[config.mk]
export PLATFORM = sky130hd
export DESIGN_NAME = mxu_exec_unit
export DESIGN_NICKNAME = d
export VERILOG_FILES = /design/src/shared/mxu_pkg.sv /design/src/verilog/mxu_exec_unit.sv
export SDC_FILE = /design/constraint.sdc
export NUM_CORES = 1
export LEC_CHECK = 0
export BUFFER_PORTS_ARGS = -buffer_cell sky130_fd_sc_hd__buf_4
export CAP_MARGIN = 15
export CORE_MARGIN = 8
export CORE_UTILIZATION = 63
export CTS_CLUSTER_DIAMETER = 150
export DETAILED_ROUTE_END_ITERATION = 6
export PLACE_DENSITY = 0.81
export SLEW_MARGIN = 15
export SYNTH_ARGS = -nofsm -noshare
export SYNTH_HDL_FRONTEND = slang
export SYNTH_SLANG_ARGS = --single-unit
[constraint.sdc]
create_clock -name clk_i -period 4.7 [get_ports clk_i]
set_input_delay 0.94 -clock clk_i [delete_from_list [all_inputs] [get_ports clk_i]]
set_output_delay 0.94 -clock clk_i [all_outputs]
set_load 0.01 [all_outputs]
[src/shared/mxu_pkg.sv]
// constants, opcode set and register map of the instruction execute unit
// assumes a single 50 MHz clock domain and an apb master on the register side
`default_nettype none
package mxu_pkg;
  // timing: one instruction cycle is four system clocks
  localparam int unsigned CLK_HZ       = 50_000_000;
  localparam int unsigned TICK_CLKS    = 4;
  localparam logic [1:0]  TICK_LAST    = 2'(TICK_CLKS - 1);
  // sizes
  localparam int unsigned MEM_WORDS    = 64;
  localparam int unsigned STACK_DEPTH  = 4;
  localparam logic [9:0]  INT_VECTOR   = 10'h004;
  // apb byte offsets
  localparam logic [7:0]  OFS_INSTR    = 8'h00;
  localparam logic [7:0]  OFS_ACC      = 8'h04;
  localparam logic [7:0]  OFS_FLAGS    = 8'h08;
  localparam logic [7:0]  OFS_PC       = 8'h0c;
  localparam logic [7:0]  OFS_MADDR    = 8'h10;
  localparam logic [7:0]  OFS_MDATA    = 8'h14;
  localparam logic [7:0]  OFS_STATUS   = 8'h18;
  localparam logic [7:0]  OFS_STACK    = 8'h1c;
  // instruction word fields
  localparam int unsigned INS_OPD_LSB  = 0;   // [7:0] memory address or immediate
  localparam int unsigned INS_TGT_LSB  = 8;   // [17:8] jump target
  localparam int unsigned INS_OP_LSB   = 24;  // [28:24] opcode
  // flag register bit positions
  localparam int unsigned FL_C         = 0;
  localparam int unsigned FL_AC        = 1;
  localparam int unsigned FL_Z         = 2;
  localparam int unsigned FL_PDF       = 3;
  localparam int unsigned FL_TO        = 4;
  localparam int unsigned FL_EMI       = 5;
  // reset values
  localparam logic [7:0]  ACC_RST      = 8'h00;
  localparam logic [9:0]  PC_RST       = 10'h000;
  localparam logic [5:0]  FLAGS_RST    = 6'h00;

  typedef enum logic [4:0] {
    OP_NOP       = 5'h00, OP_CPL_M  = 5'h01, OP_CPL_A  = 5'h02, OP_DAA    = 5'h03,
    OP_DEC_M     = 5'h04, OP_DEC_A  = 5'h05, OP_INC_M  = 5'h06, OP_INC_A  = 5'h07,
    OP_JUMP      = 5'h08, OP_MOV_AM = 5'h09, OP_MOV_AX = 5'h0a, OP_MOV_MA = 5'h0b,
    OP_OR_AM     = 5'h0c, OP_OR_AX  = 5'h0d, OP_OR_M   = 5'h0e, OP_RET    = 5'h0f,
    OP_RET_AX    = 5'h10, OP_IRET   = 5'h11, OP_ROL_M  = 5'h12, OP_ROL_A  = 5'h13,
    OP_ROLC_M    = 5'h14, OP_ROLC_A = 5'h15, OP_ROR_M  = 5'h16, OP_ROR_A  = 5'h17,
    OP_RORC_M    = 5'h18, OP_RORC_A = 5'h19, OP_PWRDN  = 5'h1a
  } mxu_op_t;

  typedef enum logic [1:0] {
    ST_IDLE   = 2'b00,
    ST_EXEC   = 2'b01,
    ST_DUMMY  = 2'b10,
    ST_HALTED = 2'b11
  } mxu_state_t;
endpackage
`default_nettype wire

[src/verilog/mxu_exec_unit.sv]
// instruction execute unit: accumulator, data memory, flags, pc and return stack
// assumes a synchronous apb master, synchronous wake and interrupt request inputs,
// and an outside watchdog and clock gate that obey wdt_clear_o and clk_run_o
//
// Contract
// RULE_01: complement writes inverted byte to memory or accumulator; only zero flag changes.
// RULE_02: decimal adjust adds 6 to low nibble when above 9 or aux carry set.
// RULE_03: decimal adjust adds 6 to high nibble when above 9 or carry set.
// RULE_04: decimal adjust writes result to memory and changes only the carry flag.
// RULE_05: decrement subtracts one into memory or accumulator; only zero flag changes.
// RULE_06: increment adds one into memory or accumulator; only zero flag changes.
// RULE_07: power-down stops fetching and executing and gates the system clock off.
// RULE_08: power-down keeps memory and registers and clears watchdog and prescaler.
// RULE_09: power-down sets the power-down flag and clears the watchdog time-out flag.
// RULE_10: jump loads pc with target, takes two cycles, changes no flag.
// RULE_11: moves copy memory or immediate to accumulator or accumulator to memory.
// RULE_12: or combines accumulator with memory or immediate; only zero flag changes.
// RULE_13: return pops pc from stack; immediate variant also loads the accumulator.
// RULE_14: interrupt return pops pc and sets the master interrupt enable.
// RULE_15: a pending interrupt at interrupt return is serviced before main program.
// RULE_16: rotate left moves bits up and bit 7 into bit 0; no flags.
// RULE_17: rotate left through carry: old carry into bit 0, bit 7 into carry.
// RULE_18: rotate right moves bits down and bit 0 into bit 7; no flags.
// RULE_19: rotate right through carry: old carry into bit 7, bit 0 into carry.
// RULE_20: rotates to the accumulator never write the memory byte.
// RULE_21: no-operation only advances the program counter.
// RULE_22: any instruction changing the pc low byte takes two instruction cycles.
// RULE_23: zero flag set when the 8-bit result is zero, cleared otherwise.
`default_nettype none
module mxu_exec_unit
(
  input  wire logic        clk_i,
  input  wire logic        resetn_i,
  // apb slave
  input  wire logic        psel_i,
  input  wire logic        penable_i,
  input  wire logic        pwrite_i,
  input  wire logic [7:0]  paddr_i,
  input  wire logic [31:0] pwdata_i,
  output var  logic [31:0] prdata_o,
  output var  logic        pready_o,
  output var  logic        pslverr_o,
  // system side
  input  wire logic        int_pending_i,
  input  wire logic        wake_i,
  output var  logic        clk_run_o,
  output var  logic        wdt_clear_o,
  output var  logic        int_ack_o
);
  // reset release through two flip-flops
  logic rst_meta_q;
  logic rst_sync_q;
  always_ff @(posedge clk_i or negedge resetn_i)
  begin
    if (!resetn_i)
    begin
      rst_meta_q <= 1'b0;
      rst_sync_q <= 1'b0;
    end
    else
    begin
      rst_meta_q <= 1'b1;
      rst_sync_q <= rst_meta_q;
    end
  end
  wire logic rst_n = rst_sync_q;

  // zero test shared by every zero-flag update
  function automatic logic is_zero(input logic [7:0] v);
    is_zero = (v == 8'h00); // [RULE_23]
  endfunction

  // architectural state
  logic [7:0]  mem_q [mxu_pkg::MEM_WORDS];
  logic [7:0]  acc_q;
  logic [5:0]  flags_q;
  logic [9:0]  pc_q;
  logic [9:0]  stack_q [mxu_pkg::STACK_DEPTH];
  logic [1:0]  sp_q;
  logic [2:0]  depth_q;
  logic [31:0] ins_q;
  logic [5:0]  maddr_q;
  logic [1:0]  div_q;
  mxu_pkg::mxu_state_t state_q;
  logic [31:0] prdata_q;
  logic        pready_q;
  logic        pslverr_q;
  logic        clk_run_q;
  logic        wdt_clear_q;
  logic        int_ack_q;

  // instruction decode
  mxu_pkg::mxu_op_t op;
  wire logic [7:0] opd   = ins_q[mxu_pkg::INS_OPD_LSB +: 8];
  wire logic [9:0] tgt   = ins_q[mxu_pkg::INS_TGT_LSB +: 10];
  wire logic [5:0] madr  = opd[5:0];
  wire logic [7:0] mval  = mem_q[madr];
  wire logic       c_in  = flags_q[mxu_pkg::FL_C];
  wire logic       ac_in = flags_q[mxu_pkg::FL_AC];
  assign op = mxu_pkg::mxu_op_t'(ins_q[mxu_pkg::INS_OP_LSB +: 5]);

  // decimal adjust correction terms
  wire logic       daa_lo  = (acc_q[3:0] > 4'h9) || ac_in;  // [RULE_02]
  wire logic       daa_hi  = (acc_q[7:4] > 4'h9) || c_in;   // [RULE_03]
  wire logic [7:0] daa_add = {1'b0, daa_hi, daa_hi, 1'b0, 1'b0, daa_lo, daa_lo, 1'b0};
  wire logic [8:0] daa_sum = {1'b0, acc_q} + {1'b0, daa_add};

  // instruction cycle divider; stopped while the clock is gated off
  wire logic tick = (div_q == mxu_pkg::TICK_LAST);

  // execution datapath
  logic [7:0] res;
  logic       wr_mem;
  logic       wr_acc;
  logic       upd_z;
  logic       upd_c;
  logic       c_new;
  logic       two_cyc;
  logic       do_pop;
  logic       do_jump;
  logic       do_halt;
  logic       do_iret;
  always_comb
  begin
    res     = 8'h00;
    wr_mem  = 1'b0;
    wr_acc  = 1'b0;
    upd_z   = 1'b0;
    upd_c   = 1'b0;
    c_new   = c_in;
    two_cyc = 1'b0;
    do_pop  = 1'b0;
    do_jump = 1'b0;
    do_halt = 1'b0;
    do_iret = 1'b0;
    case (op)
      mxu_pkg::OP_CPL_M:  begin res = ~mval; wr_mem = 1'b1; upd_z = 1'b1; end // [RULE_01]
      mxu_pkg::OP_CPL_A:  begin res = ~mval; wr_acc = 1'b1; upd_z = 1'b1; end // [RULE_01]
      mxu_pkg::OP_DAA:
      begin
        res    = daa_sum[7:0];
        wr_mem = 1'b1;                   // [RULE_04]
        upd_c  = 1'b1;
        c_new  = daa_hi | daa_sum[8];    // carry marks a decimal sum past 99 [RULE_04]
      end
      mxu_pkg::OP_DEC_M:  begin res = mval - 8'h01; wr_mem = 1'b1; upd_z = 1'b1; end // [RULE_05]
      mxu_pkg::OP_DEC_A:  begin res = mval - 8'h01; wr_acc = 1'b1; upd_z = 1'b1; end // [RULE_05]
      mxu_pkg::OP_INC_M:  begin res = mval + 8'h01; wr_mem = 1'b1; upd_z = 1'b1; end // [RULE_06]
      mxu_pkg::OP_INC_A:  begin res = mval + 8'h01; wr_acc = 1'b1; upd_z = 1'b1; end // [RULE_06]
      mxu_pkg::OP_JUMP:   begin do_jump = 1'b1; two_cyc = 1'b1; end // [RULE_10] [RULE_22]
      mxu_pkg::OP_MOV_AM: begin res = mval;  wr_acc = 1'b1; end // [RULE_11]
      mxu_pkg::OP_MOV_AX: begin res = opd;   wr_acc = 1'b1; end // [RULE_11]
      mxu_pkg::OP_MOV_MA: begin res = acc_q; wr_mem = 1'b1; end // [RULE_11]
      mxu_pkg::OP_OR_AM:  begin res = acc_q | mval; wr_acc = 1'b1; upd_z = 1'b1; end // [RULE_12]
      mxu_pkg::OP_OR_AX:  begin res = acc_q | opd;  wr_acc = 1'b1; upd_z = 1'b1; end // [RULE_12]
      mxu_pkg::OP_OR_M:   begin res = acc_q | mval; wr_mem = 1'b1; upd_z = 1'b1; end // [RULE_12]
      mxu_pkg::OP_RET:    begin do_pop = 1'b1; two_cyc = 1'b1; end // [RULE_13] [RULE_22]
      mxu_pkg::OP_RET_AX:
      begin
        res     = opd;
        wr_acc  = 1'b1;
        do_pop  = 1'b1;
        two_cyc = 1'b1; // [RULE_13] [RULE_22]
      end
      mxu_pkg::OP_IRET:   begin do_pop = 1'b1; do_iret = 1'b1; two_cyc = 1'b1; end // [RULE_22]
      mxu_pkg::OP_ROL_M:  begin res = {mval[6:0], mval[7]}; wr_mem = 1'b1; end // [RULE_16]
      mxu_pkg::OP_ROL_A:
      begin
        res = {mval[6:0], mval[7]}; wr_acc = 1'b1; // [RULE_16] [RULE_20]
      end
      mxu_pkg::OP_ROLC_M:
      begin
        res = {mval[6:0], c_in}; wr_mem = 1'b1; upd_c = 1'b1; c_new = mval[7]; // [RULE_17]
      end
      mxu_pkg::OP_ROLC_A:
      begin
        res = {mval[6:0], c_in}; wr_acc = 1'b1; // [RULE_17] [RULE_20]
        upd_c = 1'b1; c_new = mval[7]; // [RULE_17]
      end
      mxu_pkg::OP_ROR_M:  begin res = {mval[0], mval[7:1]}; wr_mem = 1'b1; end // [RULE_18]
      mxu_pkg::OP_ROR_A:
      begin
        res = {mval[0], mval[7:1]}; wr_acc = 1'b1; // [RULE_18] [RULE_20]
      end
      mxu_pkg::OP_RORC_M:
      begin
        res = {c_in, mval[7:1]}; wr_mem = 1'b1; upd_c = 1'b1; c_new = mval[0]; // [RULE_19]
      end
      mxu_pkg::OP_RORC_A:
      begin
        res = {c_in, mval[7:1]}; wr_acc = 1'b1; // [RULE_19] [RULE_20]
        upd_c = 1'b1; c_new = mval[0]; // [RULE_19]
      end
      mxu_pkg::OP_PWRDN:  begin do_halt = 1'b1; end
      default:            begin res = 8'h00; end // no-operation: pc advance only [RULE_21]
    endcase
  end

  // apb decode; registers may only be written while the core is idle
  wire logic setup    = psel_i && !penable_i;
  wire logic acc_edge = psel_i && penable_i && pready_q;
  wire logic idle     = (state_q == mxu_pkg::ST_IDLE);
  wire logic hit_ins  = (paddr_i == mxu_pkg::OFS_INSTR);
  wire logic hit_acc  = (paddr_i == mxu_pkg::OFS_ACC);
  wire logic hit_flg  = (paddr_i == mxu_pkg::OFS_FLAGS);
  wire logic hit_pc   = (paddr_i == mxu_pkg::OFS_PC);
  wire logic hit_mad  = (paddr_i == mxu_pkg::OFS_MADDR);
  wire logic hit_mdt  = (paddr_i == mxu_pkg::OFS_MDATA);
  wire logic hit_sts  = (paddr_i == mxu_pkg::OFS_STATUS);
  wire logic hit_stk  = (paddr_i == mxu_pkg::OFS_STACK);
  wire logic mapped   = hit_ins | hit_acc | hit_flg | hit_pc | hit_mad | hit_mdt
                        | hit_sts | hit_stk;
  wire logic wr_ro    = pwrite_i && (hit_pc || hit_sts);
  wire logic ins_ok   = (pwdata_i[mxu_pkg::INS_OP_LSB +: 5] <= 5'(mxu_pkg::OP_PWRDN));
  wire logic wr_bad   = pwrite_i && (!idle || (hit_ins && !ins_ok));
  wire logic err      = !mapped || wr_ro || wr_bad;
  wire logic wr_go    = acc_edge && pwrite_i && !pslverr_q;
  wire logic [31:0] rd_mux =
      hit_acc ? {24'h000000, acc_q} :
      hit_flg ? {26'h0, flags_q} :
      hit_pc  ? {22'h0, pc_q} :
      hit_mad ? {26'h0, maddr_q} :
      hit_mdt ? {24'h000000, mem_q[maddr_q]} :
      hit_sts ? {29'h0, clk_run_q, state_q} :
      hit_stk ? {29'h0, depth_q} :
      hit_ins ? ins_q : 32'h00000000;

  // answer registered in the setup cycle so pready is high in the first access cycle
  always_ff @(posedge clk_i or negedge rst_n)
  begin
    if (!rst_n)
    begin
      pready_q  <= 1'b0;
      pslverr_q <= 1'b0;
      prdata_q  <= 32'h00000000;
    end
    else
    begin
      pready_q  <= setup;
      pslverr_q <= setup && err;
      prdata_q  <= (setup && !pwrite_i && mapped) ? rd_mux : 32'h00000000;
    end
  end

  // divider runs only while the system clock is enabled [RULE_07]
  always_ff @(posedge clk_i or negedge rst_n)
  begin
    if (!rst_n)
      div_q <= 2'b00;
    else if (state_q == mxu_pkg::ST_HALTED)
      div_q <= 2'b00;
    else
      div_q <= div_q + 2'b01;
  end

  // sequencer, pc, stack, accumulator and flags
  wire logic fire  = (state_q == mxu_pkg::ST_EXEC) && tick;
  wire logic [1:0] sp_pop = sp_q - 2'b01;
  always_ff @(posedge clk_i or negedge rst_n)
  begin
    if (!rst_n)
    begin
      state_q     <= mxu_pkg::ST_IDLE;
      acc_q       <= mxu_pkg::ACC_RST;
      flags_q     <= mxu_pkg::FLAGS_RST;
      pc_q        <= mxu_pkg::PC_RST;
      sp_q        <= 2'b00;
      depth_q     <= 3'b000;
      ins_q       <= 32'h00000000;
      maddr_q     <= 6'h00;
      clk_run_q   <= 1'b1;
      wdt_clear_q <= 1'b0;
      int_ack_q   <= 1'b0;
    end
    else
    begin
      wdt_clear_q <= 1'b0;
      int_ack_q   <= 1'b0;
      case (state_q)
        mxu_pkg::ST_IDLE:
        begin
          if (wr_go && hit_ins)
          begin
            ins_q   <= pwdata_i;
            state_q <= mxu_pkg::ST_EXEC;
          end
          if (wr_go && hit_acc)
            acc_q <= pwdata_i[7:0];
          if (wr_go && hit_flg)
            flags_q <= pwdata_i[5:0];
          if (wr_go && hit_mad)
            maddr_q <= pwdata_i[5:0];
          if (wr_go && hit_stk)
          begin
            stack_q[sp_q] <= pwdata_i[9:0];
            sp_q          <= sp_q + 2'b01;
            depth_q       <= (depth_q == 3'(mxu_pkg::STACK_DEPTH)) ? depth_q : depth_q + 3'b001;
          end
        end
        mxu_pkg::ST_EXEC:
        begin
          if (fire)
          begin
            if (wr_acc)
              acc_q <= res;
            if (upd_z)
              flags_q[mxu_pkg::FL_Z] <= is_zero(res); // [RULE_23]
            if (upd_c)
              flags_q[mxu_pkg::FL_C] <= c_new;
            pc_q    <= pc_q + 10'h001;
            state_q <= two_cyc ? mxu_pkg::ST_DUMMY : mxu_pkg::ST_IDLE;
            if (do_jump)
              pc_q <= tgt; // [RULE_10]
            if (do_pop)
            begin
              pc_q    <= stack_q[sp_pop]; // [RULE_13] [RULE_14]
              sp_q    <= sp_pop;
              depth_q <= (depth_q == 3'b000) ? depth_q : depth_q - 3'b001;
            end
            if (do_iret)
              flags_q[mxu_pkg::FL_EMI] <= 1'b1; // [RULE_14]
            if (do_iret && int_pending_i)
            begin
              // return address stays stacked; service routine entry clears enable
              pc_q                     <= mxu_pkg::INT_VECTOR; // [RULE_15]
              sp_q                     <= sp_q;
              depth_q                  <= depth_q;
              flags_q[mxu_pkg::FL_EMI] <= 1'b0;
              int_ack_q                <= 1'b1; // [RULE_15]
            end
            if (do_halt)
            begin
              flags_q[mxu_pkg::FL_PDF] <= 1'b1; // [RULE_09]
              flags_q[mxu_pkg::FL_TO]  <= 1'b0; // [RULE_09]
              wdt_clear_q              <= 1'b1; // [RULE_08]
              clk_run_q                <= 1'b0; // [RULE_07]
              state_q                  <= mxu_pkg::ST_HALTED; // [RULE_07]
            end
          end
        end
        mxu_pkg::ST_DUMMY:
        begin
          if (tick)
            state_q <= mxu_pkg::ST_IDLE; // second instruction cycle [RULE_22]
        end
        mxu_pkg::ST_HALTED:
        begin
          // nothing is fetched or run; all state is held [RULE_07] [RULE_08]
          if (wake_i)
          begin
            clk_run_q <= 1'b1;
            state_q   <= mxu_pkg::ST_IDLE;
          end
        end
        default:
          state_q <= mxu_pkg::ST_IDLE;
      endcase
    end
  end

  // data memory has no reset; contents survive power-down [RULE_08]
  always_ff @(posedge clk_i)
  begin
    if (fire && wr_mem)
      mem_q[madr] <= res; // accumulator forms never reach here [RULE_20]
    else if (wr_go && hit_mdt)
      mem_q[maddr_q] <= pwdata_i[7:0];
  end

  assign prdata_o    = prdata_q;
  assign pready_o    = pready_q;
  assign pslverr_o   = pslverr_q;
  assign clk_run_o   = clk_run_q;
  assign wdt_clear_o = wdt_clear_q;
  assign int_ack_o   = int_ack_q;
endmodule
`default_nettype wire
# Yosys cells after proc, flatten, opt, wreduce, memory -nomap -nowiden
# Memory sizes are Yosys's and may differ from the RTL's.
# Cells that the tools add are included.
classes:
  muxes: 78
  eq_ne: 55
  addsub: 9
  reduce_logical: 68
  n_lt_le_gt_ge: 3
  bitwise: 11
op_table:
  columns: ["operator", "count"]
  rows:
  - ["$mux W32", 9]
  - ["$pmux W8 S13", 1]
  - ["$eq A5 B5 Y1 const B", 11]
  - ["$eq A5 B4 Y1 const B", 8]
  - ["$eq A8 B5 Y1 const B", 4]
  - ["$mux W1", 32]
  - ["$mux W8", 4]
  - ["$mux W10", 3]
  - ["$mux W2", 12]
  - ["$reduce_and A4 Y1", 6]
  - ["$ne A2 B2 Y1 const B", 11]
  - ["$logic_and A1 B1 Y1", 21]
  - ["$eq A5 B3 Y1 const B", 4]
  - ["$mux W3", 6]
  - ["$reduce_or A2 Y1", 9]
  - ["$eq A8 B4 Y1 const B", 2]
  - ["$logic_not A8 Y1", 2]
  - ["$or A8 B8 Y8", 2]
  - ["$pmux W8 S2", 1]
  - ["$mux W6", 2]
  - ["$reduce_or A12 Y1", 1]
  - ["$add A10 B1 Y10 const B", 1]
  - ["$eq A5 B2 Y1 const B", 2]
  - ["$reduce_and A5 Y1", 2]
  - ["other kinds (39)", 68]
word_totals:
  ramBits: 552
  mem_count: 2
  output_inout_bits: 37
  in_bits: 47
  wordCells: 247
  regBits: 110
mem_list:
  columns: ["name", "depth", "word_bits", "rd", "rd_ports_with_merged_regs", "write_ports", "line", "source"]
  rows:
  - ["mem_q", 64, 8, 2, 0, 1, "mxu_exec_unit.sv:74", "logic [7:0] mem_q [mxu_pkg::MEM_WORDS];"]
  - ["stack_q", 4, 10, 1, 0, 1, "mxu_exec_unit.sv:78", "logic [9:0] stack_q [mxu_pkg::STACK_DEPTH];"]

# Logic depth before layout (Yosys ltp)
depth:
  ltp_word: 12
  mapped_depth: 22
  depth_no_buf: 17

# Worst setup path after synthesis
# Ideal clock, no wire load.
synth_path:
  path_type: "flip-flop to flip-flop"
  from: "reg ins_q[0]"
  to: "mem mem_q[0][4], data pin"
  required_time_ps: 4151
  arrival_ps: 5134
  setup_time_ps: 549
  slack_ps: -982
  path_buffers: 3
  synth_period_minus_slack_ps: 5682
  stages_incl_launch_ff: 18
  path_cell_list: "dfrtp_1 buf_6 buf_12 buf_4 mux4_2 a22o_1 a221oi_1 o22ai_1 nor3_4 inv_1 ha_1 nor2b_1 o21a_1 o21a_1 nor3_1 a211oi_1 o211a_1 a21oi_1"
synth_via:
  elab_chain_cells: 4
  elab_cells_between_ends: 7
  cone_classes: "2 x add/sub; 2 x mux; 2 x bitwise; 1 x memory"
synth_rtl:
  columns: ["element", "line", "source"]
  rows:
  - ["from (decl)", "mxu_exec_unit.sv:81", "logic [31:0] ins_q;"]
  - ["from (signal assigned)", "mxu_exec_unit.sv:284", "ins_q <= pwdata_i;"]
  - ["$mem_v2 Z64 W8 (*)", null, null]
  - ["$add A8 B1 Y8, or another cell as far along", "mxu_exec_unit.sv:148, mxu_exec_unit.sv:149", null]
  - ["$pmux W8 S13 (*)", "mxu_exec_unit.sv:136", "case (op)"]
  - ["$mux W8 (no source line) (*)", null, null]
  - ["to (decl)", "mxu_exec_unit.sv:74", null]
# Every way passes the cells marked *; elsewhere a longest branch is shown, timed or not.

# Worst setup path after layout
layout_path:
  from: "reg ins_q[3]"
  to: "mem mem_q[6][5], data pin"
# Same word-level chain as after synthesis.

==> impl_summary.log <==
[metrics] dominant synthesized flop cell: sky130_fd_sc_hd__edfxtp_1
[metrics] number of buffers added by the clock tree synthesis step: 70
[metrics] peak ir drop on the vdd network: 508 uV
[metrics] clock transition at the registers of the reported paths: 0.06 ns
[metrics] area grow syn2layout: 17.5%
[metrics] cell taking the most area after synthesis: sky130_fd_sc_hd__edfxtp_1
[metrics] required arrival time at the worst endpoint: 5.07 ns
[metrics] outcome: finished with violations
[metrics] final standard cell area without fillers: 37800 um2
[metrics] Total Die Area: 58600 um2
[metrics] power density of the placed cells: 322 nW/um2
[metrics] initial standard-cell utilization of the core: 63.3%
[metrics] Max-Cap Viols: 0
[metrics] data arrival time of the worst path: 5.08 ns
[metrics] H-tree levels: 3
[metrics] total of buffers placed on input and output ports: 83
[metrics] area share of the largest cell type after synthesis: 51.5%
[metrics] die span in y: 242 um
[metrics] DR pass1 iterations: 7
[metrics] post-route minimum period: 4.71 ns
[metrics] clock group share of total power: 46.5%
[metrics] synth unique cells: 82
[metrics] post-DP HPWL: 64800 um
[metrics] maximum buffer depth of the clock tree: 3
[metrics] first-pass GRT wire length: 145000 um
[metrics] sequence of cells on the critical path: buf_4, or3b_2, o22ai_4, a31o_2, a211oi_4, mux2_4, ha_1, a21oi_4, nor2b_1, o21a_1, o311ai_2, o211ai_1, a221oi_2, o31ai_2, a2111oi_4, a21oi_4, clkbuf_16
[metrics] Worst Slack Setup Final: -0.0132 ns
[metrics] wire length on met2: 46500 um
[metrics] static power due to leakage: 13.4 nW
[metrics] antenna violations before repair: 3
[metrics] Worst Hold Class: in -> async
[metrics] Ports: 84
[metrics] endpoint of the worst-slack reg-to-reg timing path: mem_q[6][5]$_DFFE_PP_
[metrics] part of the total power dissipated in sequential elements: 51.8%
[metrics] PnR Total Power: 12.2 mW
[metrics] portion of total power attributed to combinational logic: 1.7%
[metrics] sort of element at the start of the critical path: flop
[metrics] FF-to-FF path depth: 17
[metrics] leading cell types by total area after synthesis: sky130_fd_sc_hd__edfxtp_1, sky130_fd_sc_hd__mux4_2, sky130_fd_sc_hd__dfrtp_1
[metrics] worst slew slack as a fraction of its limit: 27.6%
[metrics] sequential area share after synthesis: 60.0%
[metrics] slowest cell delay on critical path: 0.64 ns
[metrics] count of nets after finishing: 2278
[metrics] Core Rows: 83
[metrics] met3 wire len: 13200 um
[metrics] highest metal used: met5
[metrics] Final Skew: 0.0382 ns
[metrics] final setup violation count: 20
[metrics] maximum number of pins on one net before global-route repair: 78
[metrics] net count after synthesis: 2028
[metrics] launch point of the worst reg-to-reg path: ins_q[3]$_DFFE_PN0P_
[metrics] Highest Clock Rate: 0.212 GHz
[metrics] Post-Synthesis Mean Instance Area: 16.4 um2
[metrics] share of flip-flops with an asynchronous set or reset after synthesis: 16.6%
[metrics] clock root buffer master: sky130_fd_sc_hd__clkbuf_16
[metrics] fraction of layout cells with a size suffix above 1: 36.2%
[metrics] Metal-1 WL: 34400 um
[metrics] cell with the most instances on the worst path: sky130_fd_sc_hd__a21oi_4
[metrics] core box area: 50900 um2
[metrics] Slowest-stage cell, CP: sky130_fd_sc_hd__or3b_2
[metrics] total gr overflow: 0
[metrics] critical path capture point type: flop
[metrics] highest net fanout along the worst path: 13
[metrics] final-layout setup total negative slack: -0.0875 ns
[metrics] total routed wirelength: 101000 um
[metrics] Final Max Tran Viols: 0
[metrics] Die X-Extent: 242 um
[metrics] Int Pwr: 9.77 mW
[metrics] Clock Sinks: 662
[metrics] per-cell routed wire length: 34.1 um
[metrics] placer congestion estimate: 0.967
[metrics] TritonCTS clock tree: yes
[metrics] Worst-Skew Late Latency: 0.63 ns
[metrics] number of synthesis warnings: 0
[metrics] violations in the final reports: negative setup slack
[metrics] Fillers: 2939
[metrics] count of flip-flops with a built-in enable after synthesis: 552
[metrics] Hold Violations, Final: 0
[metrics] antenna violation net count after detailed routing: 0
[metrics] via count of the first global-routing pass: 21658
[metrics] share of total power consumed by net switching: 19.9%
[metrics] Vias/cell: 7.34
[metrics] net switching power: 2.43 mW
[metrics] Total Routing Usage GR: 33.5%
[metrics] Placed Area: 34700 um2
[metrics] post-synthesis cell count: 1962
[metrics] register-to-register path setup slack: -0.01 ns
[metrics] number of synthesized register bits: 662
[metrics] actual slew at the worst max-slew pin: 1.09 ns
[metrics] remaining routing DRC violations: 0
[metrics] detailed-route via count: 21648
[metrics] count of routing violations after the opening detailed-route iteration: 3241
[metrics] share of the clock period used by the worst path after layout: 100%
[metrics] type of the worst setup path: reg -> reg
[metrics] cell area after synthesis: 32200 um2
## worst max-delay path: cells and delay by family (launching register included)
kind | cells | cell delay (ns)
DFF | 1 | 0.49
and+or+nand+nor | 2 | 0.70
buffers and inverters | 2 | 0.50
adders and majority gates | 1 | 0.22
AOI/OAI and AO/OA | 11 | 2.21
muxes | 1 | 0.30
## metal layers
layer / vias up / GRT usage [%]
met5: - / 0
met1: 10796 / 42.9
met3: 424 / 9.95
met4: 4 / 17.8
li1: 8503 / -
met2: 1921 / 51.9
## per-stage QoR
step | util, % | instances | hold WS [ns] | worst slack, ns
floorplan | - | 1962 | 0.331 | 0.147
global placement | 68.2 | 2771 | 0.277 | -0.128
detailed placement | 68.2 | 2771 | 0.282 | -0.247
CTS | 73.2 | 2904 | 0.0872 | 0.00989
global route | 74.4 | 2947 | 0.0881 | -0.0880
finish | 74.4 | 2951 | 0.110 | -0.0132
## sequential cells by signal, indices dropped and copies added (netlist names)
name and count:
acc_q 8, clk_run_o 1, depth_q 3, div_q 2
flags_q 6, ins_q 32, int_ack_o 1, maddr_q 6
mem_q 512, pc_q 10, prdata_o 32, pready_o 1
pslverr_o 1, rst_meta_q 1, rst_n 1, sp_q 2
stack_q 40, state_q 2, wdt_clear_o 1
## Yosys cell counts (11+ instances only)
library cell                 n
sky130_fd_sc_hd__edfxtp_1  552
sky130_fd_sc_hd__mux4_2    276
sky130_fd_sc_hd__nor2_1    120
sky130_fd_sc_hd__dfrtp_1   109
sky130_fd_sc_hd__nand2_1   109
sky130_fd_sc_hd__clkbuf_1   92
sky130_fd_sc_hd__o21ai_0    52
sky130_fd_sc_hd__mux2_2     49
sky130_fd_sc_hd__mux2i_1    49
sky130_fd_sc_hd__a21oi_1    44
sky130_fd_sc_hd__and2_1     33
sky130_fd_sc_hd__a22oi_1    31
sky130_fd_sc_hd__nand3_1    29
sky130_fd_sc_hd__nor3_1     24
sky130_fd_sc_hd__buf_1      23
sky130_fd_sc_hd__a31oi_1    21
sky130_fd_sc_hd__inv_1      21
sky130_fd_sc_hd__a211oi_1   19
sky130_fd_sc_hd__nand2b_1   18
sky130_fd_sc_hd__and3_1     16
sky130_fd_sc_hd__ha_1       16
sky130_fd_sc_hd__buf_2      15
sky130_fd_sc_hd__or3_1      15
sky130_fd_sc_hd__a221oi_1   14
sky130_fd_sc_hd__mux4_1     14
sky130_fd_sc_hd__nor2b_1    14
sky130_fd_sc_hd__o22ai_1    13
sky130_fd_sc_hd__xnor2_1    13
sky130_fd_sc_hd__xor2_1     11
## cells in the final DEF, fill, tap and decap left out, types with 9 or more instances in the layout
cell	n
sky130_fd_sc_hd__a211oi_1	18
sky130_fd_sc_hd__buf_12	20
sky130_fd_sc_hd__nand2b_1	18
sky130_fd_sc_hd__a22oi_1	29
sky130_fd_sc_hd__o21ai_0	52
sky130_fd_sc_hd__mux4_2	279
sky130_fd_sc_hd__a221oi_1	9
sky130_fd_sc_hd__buf_4	284
sky130_fd_sc_hd__edfxtp_1	552
sky130_fd_sc_hd__and3_1	16
sky130_fd_sc_hd__mux2i_1	46
sky130_fd_sc_hd__nor2_1	118
sky130_fd_sc_hd__bufinv_16	9
sky130_fd_sc_hd__nand2_1	109
sky130_fd_sc_hd__or3_1	15
sky130_fd_sc_hd__dfrtp_1	102
sky130_fd_sc_hd__clkbuf_16	78
sky130_fd_sc_hd__xnor2_1	13
sky130_fd_sc_hd__clkinv_1	13
sky130_fd_sc_hd__ha_1	15
sky130_fd_sc_hd__nor2b_1	13
sky130_fd_sc_hd__o22ai_1	10
sky130_fd_sc_hd__mux2_2	48
sky130_fd_sc_hd__a21oi_1	39
sky130_fd_sc_hd__and2_1	32
sky130_fd_sc_hd__clkinv_2	13
sky130_fd_sc_hd__mux4_1	11
sky130_fd_sc_hd__a31oi_1	21
sky130_fd_sc_hd__nand3_1	29
sky130_fd_sc_hd__nor3_1	23
sky130_fd_sc_hd__xor2_1	11
sky130_fd_sc_hd__inv_1	20
sky130_fd_sc_hd__clkbuf_1	13
## logic make-up after synthesis
logic type                 share of synthesized area [%]
other                                             0.0116
AOI/OAI and AO/OA                                   5.84
and+or+nand+nor                                     6.39
adders and majority gates                          0.808
muxes                                               23.7
DFF                                                 60.0
xor gates and xnor gates                           0.653
buffers and inverters                               2.53
## worst max-delay path by stage
stage / from / end
2_1_floorplan: ins_q[0]$_DFFE_PN0P_ / mem_q[0][5]$_DFFE_PP_
3_3_place_gp: ins_q[0]$_DFFE_PN0P_ / mem_q[4][5]$_DFFE_PP_
3_5_place_dp: ins_q[0]$_DFFE_PN0P_ / mem_q[7][5]$_DFFE_PP_
4_1_cts: ins_q[0]$_DFFE_PN0P_ / mem_q[27][5]$_DFFE_PP_
5_1_grt: ins_q[0]$_DFFE_PN0P_ / mem_q[4][6]$_DFFE_PP_
6_report: ins_q[3]$_DFFE_PN0P_ / mem_q[6][5]$_DFFE_PP_
## timing repair
action | 4_1_cts | 5_1_grt
buffers inserted | 4 | 37
gates resized for setup | 26 | 45
gates cloned | 2 | 6
pin swaps | 6 | 19
setup endpoints to repair | 182 | 194
hold buffers | 0 | 0
## area by class of cell
type	count	area, um2	share of cell area [%]
sequential	662	19400	51.1
multi-input combinational	1131	12300	32.6
timing repair buffer	323	2890	7.63
clock buffer	88	1910	5.04
tap	680	851	2.25
clock inverter	39	430	1.14
inverter	24	90.1	0.238
antenna	4	10.0	0.0264
## power by group through the flow
stage | registers [mW] | logic (mW) | clock network [mW]
6_report | 6.32 | 0.204 | 5.68
5_1_grt | 6.32 | 0.213 | 5.93
4_1_cts | 6.32 | 0.191 | 5.72
3_5_place_dp | 6.44 | 0.187 | 0
3_3_place_gp | 6.44 | 0.183 | 0
2_1_floorplan | 6.45 | 0.0802 | 0
Note: power is estimated with default switching activity, not from simulation.
